`src/hw/ocm_regs.svh`:
```
// Register offsets, field values, reset values and timing counts of the
// operating mode controller. Assumes inclusion by its bare name.
`ifndef OCM_REGS_SVH
`define OCM_REGS_SVH

// ****************************************************************
// Register offsets
// ****************************************************************
`define OCM_STAT_OFS 16'h0005
`define OCM_MODE_OFS 16'h0100
`define OCM_SRST_OFS 16'h0103
`define OCM_FEXT_OFS 16'h0340

// ****************************************************************
// Field values and reset values
// ****************************************************************
`define OCM_MODE_STANDBY 8'h00
`define OCM_MODE_STREAM 8'h01
`define OCM_SRST_GO 8'h01
`define OCM_MODE_BIT 0
`define OCM_MODE_RST 1'b0
`define OCM_FEXT_RST 8'h00
`define OCM_STAT_FIRST_BIT 2

// ****************************************************************
// Frame geometry and timing
// ****************************************************************
`define OCM_MAX_WIDTH 2064
`define OCM_MAX_HEIGHT 1552
`define OCM_H_BLANK 16
`define OCM_V_BLANK 8
`define OCM_EXT_LINES 64
`define OCM_MAX_FPS 20
`define OCM_CLK_HZ 10000000
`define OCM_MIN_FRAME_CYC ((`OCM_CLK_HZ + `OCM_MAX_FPS - 1) / `OCM_MAX_FPS)
`define OCM_LEAK_SHIFT 2

`endif

```
`src/hw/ocm_pkg.sv`:
```
// Types shared by both ends of the operating mode controller.
// Assumes nothing beyond a SystemVerilog compiler.
package ocm_pkg;

    // Device operating state; hardware standby is the reset itself
    typedef enum logic [1:0] {
        ST_SW_STANDBY,
        ST_STREAM,
        ST_DRAIN,
        ST_PADS_OFF
    } ocm_state_t;

    typedef logic [15:0] ocm_addr_t;
    typedef logic [7:0] ocm_byte_t;

endpackage : ocm_pkg

```
`src/hw/ocm_link_if.sv`:
```
// Link between the host controller and the sensor mode controller:
// the active-low shutdown pin plus a request/acknowledge register port.
// Assumes both ends run on the same system clock.
`timescale 1ns/100ps
interface ocm_link_if;
    import ocm_pkg::*;

    logic hw_standby_n;
    logic req;
    logic we;
    ocm_addr_t addr;
    ocm_byte_t wdata;
    logic ack;
    ocm_byte_t rdata;

    modport dev (
        input hw_standby_n, req, we, addr, wdata,
        output ack, rdata
    );

    modport host (
        output hw_standby_n, req, we, addr, wdata,
        input ack, rdata
    );

endinterface : ocm_link_if

```
`src/hw/ocm_sensor.sv`:
```
// Sensor end of the operating mode controller: mode state machine, power
// gating, register port, video timing and dark level calibration.
// Assumes REF_CLK is the system clock and the host keeps it running.
`timescale 1ns/100ps
`include "ocm_regs.svh"

module ocm_sensor
    import ocm_pkg::*;
#(
    parameter int H_ACTIVE = `OCM_MAX_WIDTH,
    parameter int V_ACTIVE = `OCM_MAX_HEIGHT,
    parameter int H_BLANK = `OCM_H_BLANK,
    parameter int V_BLANK = `OCM_V_BLANK,
    parameter int EXT_LINES = `OCM_EXT_LINES,
    parameter int MIN_FRAME_CYCLES = `OCM_MIN_FRAME_CYC
) (
    // Clock and power-on reset
    input wire logic REF_CLK,
    input wire logic NRST,
    // Host link
    ocm_link_if.dev LINK,
    // Power gating
    output logic CLK_PAD_EN,
    output logic PLL_EN,
    output logic VIDEO_PWR_EN,
    output logic DATA_PAD_OE_N,
    // Pixel array timing
    output logic FRAME_START,
    output logic LINE_VALID,
    output logic [15:0] ROW_ADDR,
    output logic [15:0] COL_ADDR,
    // Dark level calibration
    input wire logic [9:0] DARK_SAMPLE,
    input wire logic DARK_VALID,
    output logic [9:0] DARK_OFFSET
);

    localparam int LINE_LEN = H_ACTIVE + H_BLANK;
    localparam int MIN_LINES = (MIN_FRAME_CYCLES + LINE_LEN - 1) / LINE_LEN;
    localparam int BASE_LINES = (V_ACTIVE + V_BLANK > MIN_LINES) ?
                                (V_ACTIVE + V_BLANK) : MIN_LINES;

    // ****************************************************************
    // Functions
    // ****************************************************************

    // Lines in one frame for a given extension setting
    function automatic logic [15:0] frame_lines(input logic [7:0] ext);
        logic [31:0] n;
        n = BASE_LINES + 32'(ext) * EXT_LINES;
        return n[15:0];
    endfunction : frame_lines

    // Leaky integrator step towards a new dark sample
    function automatic logic [9:0] leak(input logic [9:0] cur, input logic [9:0] smp);
        logic signed [11:0] diff;
        logic signed [11:0] sum;
        diff = $signed({2'b00, smp}) - $signed({2'b00, cur});
        sum = $signed({2'b00, cur}) + (diff >>> `OCM_LEAK_SHIFT);
        return sum[9:0];
    endfunction : leak

    // ****************************************************************
    // Reset and register port
    // ****************************************************************

    ocm_state_t state_q;
    logic rst_n;
    logic mode_q;
    logic [7:0] fext_q;
    logic ack_q;
    ocm_byte_t rdata_q;
    logic first_q;
    logic wr_mode;
    logic wr_srst;
    logic frame_end;
    logic [15:0] col_q;
    logic [15:0] row_q;
    logic [9:0] dark_q;
    logic fstart_q;
    logic lv_q;

    // Shutdown pin and power-on reset both clear all logic, clock or not
    assign rst_n = NRST & LINK.hw_standby_n;

    // A request is taken on the first cycle it is seen
    assign wr_mode = LINK.req & ~ack_q & LINK.we & (LINK.addr == `OCM_MODE_OFS);
    assign wr_srst = LINK.req & ~ack_q & LINK.we & (LINK.addr == `OCM_SRST_OFS) &
                     (LINK.wdata == `OCM_SRST_GO);

    // Acknowledge pulse; held in reset so standby never answers
    always_ff @(posedge REF_CLK or negedge rst_n) begin
        if (!rst_n) begin
            ack_q <= 1'b0;
        end else begin
            ack_q <= LINK.req & ~ack_q;
        end
    end

    // Read data capture
    always_ff @(posedge REF_CLK or negedge rst_n) begin
        if (!rst_n) begin
            rdata_q <= 8'h00;
        end else if (LINK.req && !ack_q && !LINK.we) begin
            unique case (LINK.addr)
                `OCM_MODE_OFS: rdata_q <= {7'h00, mode_q};
                `OCM_FEXT_OFS: rdata_q <= fext_q;
                `OCM_STAT_OFS: rdata_q <= {5'h00, first_q, 2'(state_q)};
                default: rdata_q <= 8'h00;
            endcase
        end
    end

    assign LINK.ack = ack_q;
    assign LINK.rdata = rdata_q;

    // Control registers; soft reset restores defaults
    always_ff @(posedge REF_CLK or negedge rst_n) begin
        if (!rst_n) begin
            mode_q <= `OCM_MODE_RST;
            fext_q <= `OCM_FEXT_RST;
        end else if (wr_srst) begin
            mode_q <= `OCM_MODE_RST;
            fext_q <= `OCM_FEXT_RST;
        end else if (LINK.req && !ack_q && LINK.we) begin
            if (wr_mode && LINK.wdata == `OCM_MODE_STREAM) begin
                mode_q <= 1'b1;
            end else if (wr_mode && LINK.wdata == `OCM_MODE_STANDBY) begin
                mode_q <= 1'b0;
            end
            if (LINK.addr == `OCM_FEXT_OFS) begin
                fext_q <= LINK.wdata;
            end
        end
    end

    // ****************************************************************
    // Operating mode state machine
    // ****************************************************************

    // Leaves reset in software standby; stop waits for frame end
    always_ff @(posedge REF_CLK or negedge rst_n) begin
        if (!rst_n) begin
            state_q <= ST_SW_STANDBY;
        end else if (wr_srst) begin
            state_q <= ST_SW_STANDBY;
        end else begin
            unique case (state_q)
                ST_SW_STANDBY: begin
                    if (mode_q) begin
                        state_q <= ST_STREAM;
                    end
                end
                ST_STREAM: begin
                    if (!mode_q) begin
                        state_q <= ST_DRAIN;
                    end
                end
                ST_DRAIN: begin
                    if (mode_q) begin
                        state_q <= ST_STREAM;
                    end else if (frame_end) begin
                        state_q <= ST_PADS_OFF;
                    end
                end
                ST_PADS_OFF: begin
                    state_q <= ST_SW_STANDBY;
                end
            endcase
        end
    end

    // Power gating decoded from state, clock pad from reset alone; reset means all off
    assign CLK_PAD_EN = rst_n;
    assign PLL_EN = rst_n & (state_q != ST_SW_STANDBY);
    assign VIDEO_PWR_EN = rst_n & (state_q != ST_SW_STANDBY);
    assign DATA_PAD_OE_N = ~(rst_n & (state_q == ST_STREAM || state_q == ST_DRAIN));

    // ****************************************************************
    // Video timing
    // ****************************************************************

    assign frame_end = (col_q == 16'(LINE_LEN - 1)) && (row_q == frame_lines(fext_q) - 16'h0001);

    // Pixel and line counters, held at frame start in software standby and pads off
    always_ff @(posedge REF_CLK or negedge rst_n) begin
        if (!rst_n) begin
            col_q <= 16'h0000;
            row_q <= 16'h0000;
        end else if (state_q == ST_SW_STANDBY || state_q == ST_PADS_OFF) begin
            col_q <= 16'h0000;
            row_q <= 16'h0000;
        end else if (col_q == 16'(LINE_LEN - 1)) begin
            col_q <= 16'h0000;
            row_q <= frame_end ? 16'h0000 : row_q + 16'h0001;
        end else begin
            col_q <= col_q + 16'h0001;
        end
    end

    // Registered array strobes limited to the active window
    always_ff @(posedge REF_CLK or negedge rst_n) begin
        if (!rst_n) begin
            fstart_q <= 1'b0;
            lv_q <= 1'b0;
        end else begin
            fstart_q <= (state_q == ST_STREAM) && col_q == 16'h0000 && row_q == 16'h0000;
            lv_q <= (state_q == ST_STREAM || state_q == ST_DRAIN) &&
                    col_q < 16'(H_ACTIVE) && row_q < 16'(V_ACTIVE);
        end
    end

    assign FRAME_START = fstart_q;
    assign LINE_VALID = lv_q;
    assign ROW_ADDR = row_q;
    assign COL_ADDR = col_q;

    // ****************************************************************
    // Dark level calibration
    // ****************************************************************

    // First sample after standby is taken whole, later ones damped
    always_ff @(posedge REF_CLK or negedge rst_n) begin
        if (!rst_n) begin
            first_q <= 1'b1;
            dark_q <= 10'h000;
        end else if (state_q == ST_SW_STANDBY) begin
            first_q <= 1'b1;
        end else if (DARK_VALID) begin
            first_q <= 1'b0;
            dark_q <= first_q ? DARK_SAMPLE : leak(dark_q, DARK_SAMPLE);
        end
    end

    assign DARK_OFFSET = dark_q;

endmodule : ocm_sensor

```
`src/flat_wrapper.sv`:
```
// flat-port wrapper written by rule: the top's interface ports become plain ports
module ocm_sensor_flat import ocm_pkg::*;
#(
    parameter int H_ACTIVE = `OCM_MAX_WIDTH,
    parameter int V_ACTIVE = `OCM_MAX_HEIGHT,
    parameter int H_BLANK = `OCM_H_BLANK,
    parameter int V_BLANK = `OCM_V_BLANK,
    parameter int EXT_LINES = `OCM_EXT_LINES,
    parameter int MIN_FRAME_CYCLES = `OCM_MIN_FRAME_CYC
)
  (REF_CLK, NRST, CLK_PAD_EN, PLL_EN, VIDEO_PWR_EN, DATA_PAD_OE_N, FRAME_START, LINE_VALID, ROW_ADDR, COL_ADDR, DARK_SAMPLE, DARK_VALID, DARK_OFFSET, LINK_hw_standby_n, LINK_req, LINK_we, LINK_addr, LINK_wdata, LINK_ack, LINK_rdata);
  ocm_link_if LINK_i ();
  input wire logic REF_CLK;
  input wire logic NRST;
  output logic CLK_PAD_EN;
  output logic PLL_EN;
  output logic VIDEO_PWR_EN;
  output logic DATA_PAD_OE_N;
  output logic FRAME_START;
  output logic LINE_VALID;
  output logic [15:0] ROW_ADDR;
  output logic [15:0] COL_ADDR;
  input wire logic [9:0] DARK_SAMPLE;
  input wire logic DARK_VALID;
  output logic [9:0] DARK_OFFSET;
  input wire logic [$bits(LINK_i.hw_standby_n)-1:0] LINK_hw_standby_n;
  input wire logic [$bits(LINK_i.req)-1:0] LINK_req;
  input wire logic [$bits(LINK_i.we)-1:0] LINK_we;
  input wire logic [$bits(LINK_i.addr)-1:0] LINK_addr;
  input wire logic [$bits(LINK_i.wdata)-1:0] LINK_wdata;
  output wire logic [$bits(LINK_i.ack)-1:0] LINK_ack;
  output wire logic [$bits(LINK_i.rdata)-1:0] LINK_rdata;
  assign LINK_i.hw_standby_n = LINK_hw_standby_n;
  assign LINK_i.req = LINK_req;
  assign LINK_i.we = LINK_we;
  assign LINK_i.addr = LINK_addr;
  assign LINK_i.wdata = LINK_wdata;
  assign LINK_ack = LINK_i.ack;
  assign LINK_rdata = LINK_i.rdata;
  ocm_sensor #(.H_ACTIVE(H_ACTIVE), .V_ACTIVE(V_ACTIVE), .H_BLANK(H_BLANK), .V_BLANK(V_BLANK), .EXT_LINES(EXT_LINES), .MIN_FRAME_CYCLES(MIN_FRAME_CYCLES)) u_core (.REF_CLK(REF_CLK), .NRST(NRST), .LINK(LINK_i), .CLK_PAD_EN(CLK_PAD_EN), .PLL_EN(PLL_EN), .VIDEO_PWR_EN(VIDEO_PWR_EN), .DATA_PAD_OE_N(DATA_PAD_OE_N), .FRAME_START(FRAME_START), .LINE_VALID(LINE_VALID), .ROW_ADDR(ROW_ADDR), .COL_ADDR(COL_ADDR), .DARK_SAMPLE(DARK_SAMPLE), .DARK_VALID(DARK_VALID), .DARK_OFFSET(DARK_OFFSET));
endmodule
```
`config.mk`:
```
export PLATFORM = sky130hd
export DESIGN_NAME = ocm_sensor_flat
export DESIGN_NICKNAME = d
export VERILOG_FILES = /design/src/hw/ocm_pkg.sv /design/src/hw/ocm_link_if.sv /design/src/hw/ocm_sensor.sv /design/src/flat_wrapper.sv
export VERILOG_INCLUDE_DIRS = /design/src /design/src/hw
export SDC_FILE = /design/constraint.sdc
export NUM_CORES = 1
export LEC_CHECK = 0
export BUFFER_PORTS_ARGS = -buffer_cell sky130_fd_sc_hd__buf_2
export CAP_MARGIN = 20
export CORE_MARGIN = 2
export CORE_UTILIZATION = 41
export DETAILED_ROUTE_END_ITERATION = 10
export GPL_ROUTABILITY_DRIVEN = 0
export PLACE_DENSITY = 0.61
export SYNTH_ARGS = -nofsm -noshare
export SYNTH_HDL_FRONTEND = slang
export SYNTH_SLANG_ARGS = --single-unit
```
`constraint.sdc`:
```
create_clock -name REF_CLK -period 4.15 [get_ports REF_CLK]
set_clock_uncertainty 0.05 [all_clocks]
set_input_delay 0.6225 -clock REF_CLK [delete_from_list [all_inputs] [get_ports REF_CLK]]
set_output_delay 0.6225 -clock REF_CLK [all_outputs]
set_load 0.01 [all_outputs]
```
== After elaboration in Yosys (flattened, before gate mapping) ==
Cells that the tools add are included.
Operators by class
  equal/unequal tests: 13
  order comparisons: 2
  mux-type cells: 22
  $add $sub $neg: 6
  reductions and logical operators: 28
  bitwise logic cells: 11
Operator list (count)
  $mux W16: 5
  $add A16 B1 Y16 const B: 2
  $eq A16 B9 Y1 const B: 2
  $logic_not A16 Y1: 2
  $mux W8: 3
  $pmux W8 S3: 1
  $eq A16 B10 Y1 const B: 1
  $eq A16 B12 Y1 const B: 1
  $eq A16 B16 Y1: 1
  $eq A16 B3 Y1 const B: 1
  $lt A16 B11 Y1 const B: 1
  $lt A16 B12 Y1 const B: 1
  $sub A16 B1 Y16 const B: 1
  $add A11 B14 Y15 const A: 1
  $sub A10 B10 Y11: 1
  $add A10 B9 Y10: 1
  $logic_and A1 B1 Y1: 10
  $mux W10: 1
  $mux W2: 5
  $reduce_bool A2 Y1: 5
  $and A1 B1 Y1: 8
  $eq A8 B1 Y1 const B: 1
  $logic_not A8 Y1: 1
  $pmux W2 S4: 1
  13 further kinds: 25
Storage, ports and cells
  output and inout bits: 57
  bits of input ports: 40
  flip-flop bits (word level): 65
  word-level logic and storage cells: 93

== Depth between registers and ports, before layout ==
  depth after elaboration: 9
  gate-level depth with buffers: 18
  gate-level depth less buffers: 18

== Least setup slack after synthesis ==
Ideal clock, no wire load.
  kind: input to register
  start point: input port DARK_SAMPLE[2]
  end point: register u_core.dark_q[9] (netlist: u_core.DARK_OFFSET[9])
  slack: 459 ps
  stages on the path: 17
  required time: 4031 ps
  arrival: 3573 ps
  library setup time: 69 ps
  path buffers: 0
  cell sequence: ha_1 a21o_1 a31o_2 a21oi_2 nor2b_1 nor2_1 nor2b_1 nor2_1 xnor2_1 ha_1 o21a_1 o21a_1 o21ai_0 o21ai_0 xnor2_1 or4_1 nand3_1
On the way
  cells in the longest elaborated chain, start to end: 3
RTL lines
  from (decl): line flat_wrapper.sv:23  | input wire logic [9:0] DARK_SAMPLE;
  $sub A10 B10 Y11: line ocm_sensor.sv:58  | diff = $signed({2'b00, smp}) - $signed({2'b00, cur});
  $add A10 B9 Y10: line ocm_sensor.sv:59  | sum = $signed({2'b00, cur}) + (diff >>> `OCM_LEAK_SHIFT);
  $mux W10: line ocm_sensor.sv:231  | dark_q <= first_q ? DARK_SAMPLE : leak(dark_q, DARK_SAMPLE);
  to (signal assigned): line ocm_sensor.sv:231
  to (decl): line ocm_sensor.sv:79  | logic [9:0] dark_q;
No other way between the ends.
A chain may end at the register's enable or synchronous reset.

== Worst setup path after layout ==
  start point: register u_core.dark_q[2] (netlist: u_core.DARK_OFFSET[2])
  end point: register u_core.dark_q[9] (netlist: u_core.DARK_OFFSET[9])
On the way
  cells in the longest elaborated chain, start to end: 3
RTL lines (line)
  $sub A10 B10 Y11: ocm_sensor.sv:58
  $add A10 B9 Y10 *: ocm_sensor.sv:59
  $mux W10 *: ocm_sensor.sv:231
Mark *: on every way between the ends. The rest lies on a longest branch, timed or not.

==> impl_metrics.json <==
{
  "run_status": "finished, final reports clean",
  "ratio_of_total_power_to_cell_area_nw_per_um2": 488,
  "cts_num_sinks": 65,
  "path_buf_inv": 1,
  "worst-r2r-cell-count": 18,
  "vias_per_cell": 5.14,
  "timing.final.hold_violations": 0,
  "placeableCoreArea_um2": 9820,
  "crit_path_top_delay_cell": "sky130_fd_sc_hd__dfrtp_1",
  "totalWireLength_um": 9720,
  "floorplan.initialDensity": 0.422,
  "clkTransAtPathRegs_ps": 70,
  "pin_count": 97,
  "grt.overflow.total": 0,
  "internal-power_w": 0.00151,
  "headroom_to_the_max_slew_limit": 0.534,
  "crit_path_max_fanout": 4,
  "ctsRootBufferMaster": "sky130_fd_sc_hd__clkbuf_8",
  "netSwitchingFraction": 0.375,
  "worstReg2RegEnd": "u_core.DARK_OFFSET[9]$_DFFE_PN0P_",
  "cap_violations": 0,
  "holdBufCountCts": 0,
  "fin_crit_sh": 0.909,
  "chipWidth_um": 105,
  "comb_power_frac": 0.478,
  "cts_setup_buffers": 0,
  "p_clk_frac": 0.217,
  "cts.repair.resized": 0,
  "synth_area_per_cell_um2": 9.12,
  "design.die.area_um2": 10900,
  "area_of_the_multi_input_gates_um2": 2390,
  "tritoncts": "done",
  "fillerInstances": 1015,
  "crit_path_cell_trace": "inv_1 > ha_1 > a21o_1 > a31o_2 > a21oi_2 > nor2b_1 > nor2_1 > nor2b_1 > nor2_1 > xnor2_1 > ha_1 > o21a_1 > o21a_1 > o21ai_0 > o21ai_0 > xnor2_1 > or4_1 > nand3_1",
  "grt_usage": 0.183,
  "detail_route.wl_per_cell_um": 14.1,
  "met3RoutedLength_um": 598,
  "rows": 36,
  "ir_worst_vdd_v": 0.000238,
  "ff2ff_setup_slack_ps": 380,
  "critPathMaxStageDelay_ps": 410,
  "met2WireLength_um": 4300,
  "design.final.nets": 621,
  "synthesis.instances": 455,
  "reg2reg_from": "u_core.DARK_OFFSET[2]$_DFFE_PN0P_",
  "slew_violations": 0,
  "htree_num_levels": 3,
  "critical_path_depth": 18,
  "drt-met1-wl_um": 4700,
  "warnings_from_yosys": 0,
  "dominantRegCellSynth": "sky130_fd_sc_hd__dfrtp_1",
  "timing.final.crit_period_ps": 3770,
  "worst_path_dominant_cell_family": "compound AO/OA/AOI/OAI gates",
  "worst_slew_pin_slew_ps": 700,
  "drc": 0,
  "first_pass_iteration_count_of_the_detailed_router": 4,
  "critical_path.endpoint_type": "flip-flop",
  "postSynthRegisterBits": 65,
  "ant_nets": 0,
  "drt_iter0_markers": 117,
  "final_hpwl_from_detailed_placement_um": 7470,
  "final.setup.tns_ps": 0,
  "detailedPlace.worstSlack_ps": 79.8,
  "worst_ep_required_time_ps": 4390,
  "routed-via-count": 3540,
  "place.port_buffers": 96,
  "setup_repair_after_global_routing_missed_its_margin": "false",
  "antenna_found_initial": 0,
  "clock.fmax_mhz": 265,
  "sequential_share_of_power": 0.305,
  "criticalPathCategory": "reg2reg",
  "p_switching_w": 0.000908,
  "syn_to_final_growth_pct": 19.4,
  "grt_max_degree": 28,
  "fp.dieH_um": 105,
  "antennaDiodeCount": 0,
  "synthArstFlopShare": 1.00,
  "top_signal_layer_used": "met4",
  "startpoint_kind_of_the_worst_setup_timing_path": "flip-flop",
  "register_area_um2": 1630,
  "min-delay-path-class": "in2async",
  "layout-drive-gt1-share": 0.245,
  "netlist-cell-type-count": 59,
  "critPathArrivalTime_ps": 4010,
  "first_global_vias": 3385,
  "synth_nets": 523,
  "leakage_nw": 2.42,
  "cts-buffers-inserted": 9,
  "setup-violations-final": 0,
  "grt_pass1_wl_um": 16300,
  "yosysSeqAreaShare": 0.392,
  "clk_latency_worst_skew_pair_ps": 350,
  "synthesis.area_um2": 4150,
  "timing.final.ws_setup_ps": 378,
  "synth-edff-count": 0,
  "worst_case_clock_buffer_depth": 2
}
==> cell type report <==
type | instances | area share
Clock buffer | 11 | 0.0285
Clock inverter | 3 | 0.00859
Inverter | 22 | 0.0167
Multi-Input combinational cell | 356 | 0.482
Sequential cell | 65 | 0.329
Tap cell | 133 | 0.0336
Timing Repair Buffer | 99 | 0.102
==> worst register-to-register path, delay by kind of cell (launching register included) <==
family	cells	cell delay (ps)
buffers and inverters	1	60
AND/OR/NAND/NOR	6	890
XOR/XNOR	2	290
adder cells (fa/ha/maj)	2	610
flip-flops	1	410
AO/OA/AOI/OAI	7	1420
==> power by group through the flow <==
stage	logic, W	registers, W	clock network (W)
floorplan	0.000890	0.000764	0
global placement	0.00113	0.000751	0
detailed placement	0.00116	0.000752	0
CTS	0.00116	0.000740	0.000543
global route	0.00132	0.000749	0.000568
finish	0.00116	0.000739	0.000525
==> cell usage after synthesis, types with 4 or more instances <==
| cell | instances | share of area |
|---|---|---|
| sky130_fd_sc_hd__o21a_1 | 5 | 0.0091 |
| sky130_fd_sc_hd__a211oi_1 | 7 | 0.013 |
| sky130_fd_sc_hd__xnor2_1 | 22 | 0.046 |
| sky130_fd_sc_hd__a21oi_1 | 17 | 0.021 |
| sky130_fd_sc_hd__mux2_1 | 7 | 0.019 |
| sky130_fd_sc_hd__nor4_1 | 8 | 0.012 |
| sky130_fd_sc_hd__nor2_2 | 5 | 0.0075 |
| sky130_fd_sc_hd__inv_1 | 22 | 0.020 |
| sky130_fd_sc_hd__nor3_1 | 9 | 0.011 |
| sky130_fd_sc_hd__o21ai_0 | 16 | 0.019 |
| sky130_fd_sc_hd__mux2i_1 | 4 | 0.0097 |
| sky130_fd_sc_hd__dfrtp_1 | 64 | 0.39 |
| sky130_fd_sc_hd__nand2b_1 | 4 | 0.0060 |
| sky130_fd_sc_hd__a21o_1 | 6 | 0.011 |
| sky130_fd_sc_hd__and3_1 | 5 | 0.0075 |
| sky130_fd_sc_hd__or4_1 | 4 | 0.0072 |
| sky130_fd_sc_hd__clkbuf_1 | 10 | 0.0091 |
| sky130_fd_sc_hd__xor2_1 | 26 | 0.055 |
| sky130_fd_sc_hd__nand3_1 | 21 | 0.025 |
| sky130_fd_sc_hd__nand2_1 | 45 | 0.041 |
| sky130_fd_sc_hd__and2_1 | 5 | 0.0075 |
| sky130_fd_sc_hd__ha_1 | 27 | 0.081 |
| sky130_fd_sc_hd__nand4_1 | 11 | 0.017 |
| sky130_fd_sc_hd__nor2_1 | 58 | 0.052 |
| sky130_fd_sc_hd__nor2b_1 | 7 | 0.011 |
==> layout by cell type (no fill, tap or decap), types with 2 or more instances in the layout <==
| cell | n |
|---|---|
| sky130_fd_sc_hd__nand2_1 | 45 |
| sky130_fd_sc_hd__nor2b_1 | 7 |
| sky130_fd_sc_hd__nor4_1 | 8 |
| sky130_fd_sc_hd__buf_4 | 3 |
| sky130_fd_sc_hd__a21o_1 | 6 |
| sky130_fd_sc_hd__mux2i_1 | 4 |
| sky130_fd_sc_hd__or3_1 | 2 |
| sky130_fd_sc_hd__clkbuf_8 | 10 |
| sky130_fd_sc_hd__buf_2 | 96 |
| sky130_fd_sc_hd__and3_1 | 5 |
| sky130_fd_sc_hd__nor3_1 | 9 |
| sky130_fd_sc_hd__and2_1 | 4 |
| sky130_fd_sc_hd__nor3_2 | 2 |
| sky130_fd_sc_hd__a211oi_1 | 7 |
| sky130_fd_sc_hd__nand3_1 | 21 |
| sky130_fd_sc_hd__o2111ai_1 | 2 |
| sky130_fd_sc_hd__xor2_1 | 26 |
| sky130_fd_sc_hd__or4_1 | 4 |
| sky130_fd_sc_hd__o21ai_0 | 16 |
| sky130_fd_sc_hd__xnor2_1 | 22 |
| sky130_fd_sc_hd__or2_2 | 2 |
| sky130_fd_sc_hd__inv_1 | 22 |
| sky130_fd_sc_hd__dfrtp_1 | 64 |
| sky130_fd_sc_hd__nor2_2 | 5 |
| sky130_fd_sc_hd__ha_1 | 27 |
| sky130_fd_sc_hd__o21a_1 | 5 |
| sky130_fd_sc_hd__nand2b_1 | 4 |
| sky130_fd_sc_hd__nor2_1 | 58 |
| sky130_fd_sc_hd__nand4_1 | 11 |
| sky130_fd_sc_hd__a221oi_1 | 2 |
| sky130_fd_sc_hd__mux2_1 | 7 |
| sky130_fd_sc_hd__a21boi_0 | 2 |
| sky130_fd_sc_hd__a21oi_1 | 17 |
==> worst max-delay path by stage <==
| stage | endpoint | slack [ps] | start |
|---|---|---|---|
| global placement | u_core.DARK_OFFSET[9]$_DFFE_PN0P_ | 160 | DARK_SAMPLE[2] |
| CTS | u_core.DARK_OFFSET[9]$_DFFE_PN0P_ | 370 | u_core.DARK_OFFSET[2]$_DFFE_PN0P_ |
| detailed placement | u_core.DARK_OFFSET[9]$_DFFE_PN0P_ | 80 | DARK_SAMPLE[2] |
| floorplan | u_core.DARK_OFFSET[9]$_DFFE_PN0P_ | 460 | DARK_SAMPLE[2] |
| finish | u_core.DARK_OFFSET[9]$_DFFE_PN0P_ | 380 | u_core.DARK_OFFSET[2]$_DFFE_PN0P_ |
| global route | u_core.DARK_OFFSET[9]$_DFFE_PN0P_ | 80 | u_core.DARK_OFFSET[2]$_DFFE_PN0P_ |
==> sequential cells by signal (all words and copies together), names as in the netlist <==
register	cells
u_core.LINK.ack	1
u_core.first_q	1
u_core.COL_ADDR	16
u_core.FRAME_START	1
u_core.ROW_ADDR	16
u_core.state_q	2
u_core.DARK_OFFSET	10
u_core.mode_q	1
u_core.LINE_VALID	1
u_core.LINK.rdata	8
u_core.fext_q	8
==> layer usage <==
metal | up-vias | track usage
met4 | 0 | 0.0686
met5 | - | 0
met2 | 93 | 0.281
li1 | 1780 | -
met3 | 10 | 0.0343
met1 | 1657 | 0.258
==> stage by stage <==
step | power, W | instance area (um^2) | instances | hold WS, ps | util
6_report | 0.00242 | 4950 | 689 | 306 | 0.504
5_1_grt | 0.00264 | 4950 | 689 | 329 | 0.504
4_1_cts | 0.00245 | 4950 | 689 | 298 | 0.504
3_5_place_dp | 0.00191 | 4770 | 675 | 410 | 0.486
3_3_place_gp | 0.00188 | 4770 | 675 | 400 | 0.486
2_1_floorplan | 0.00165 | 4150 | 455 | 439 | -
==> logic make-up after synthesis <==
kind of cell / Yosys count / share of synthesized area
flops: 65 / 0.392
xor+xnor: 48 / 0.101
compound gates: 69 / 0.113
simple gates: 200 / 0.247
fa+ha+maj: 28 / 0.0863
buf+inv: 34 / 0.0317
mux: 11 / 0.0287
Note: power is estimated with default switching activity, not from simulation.
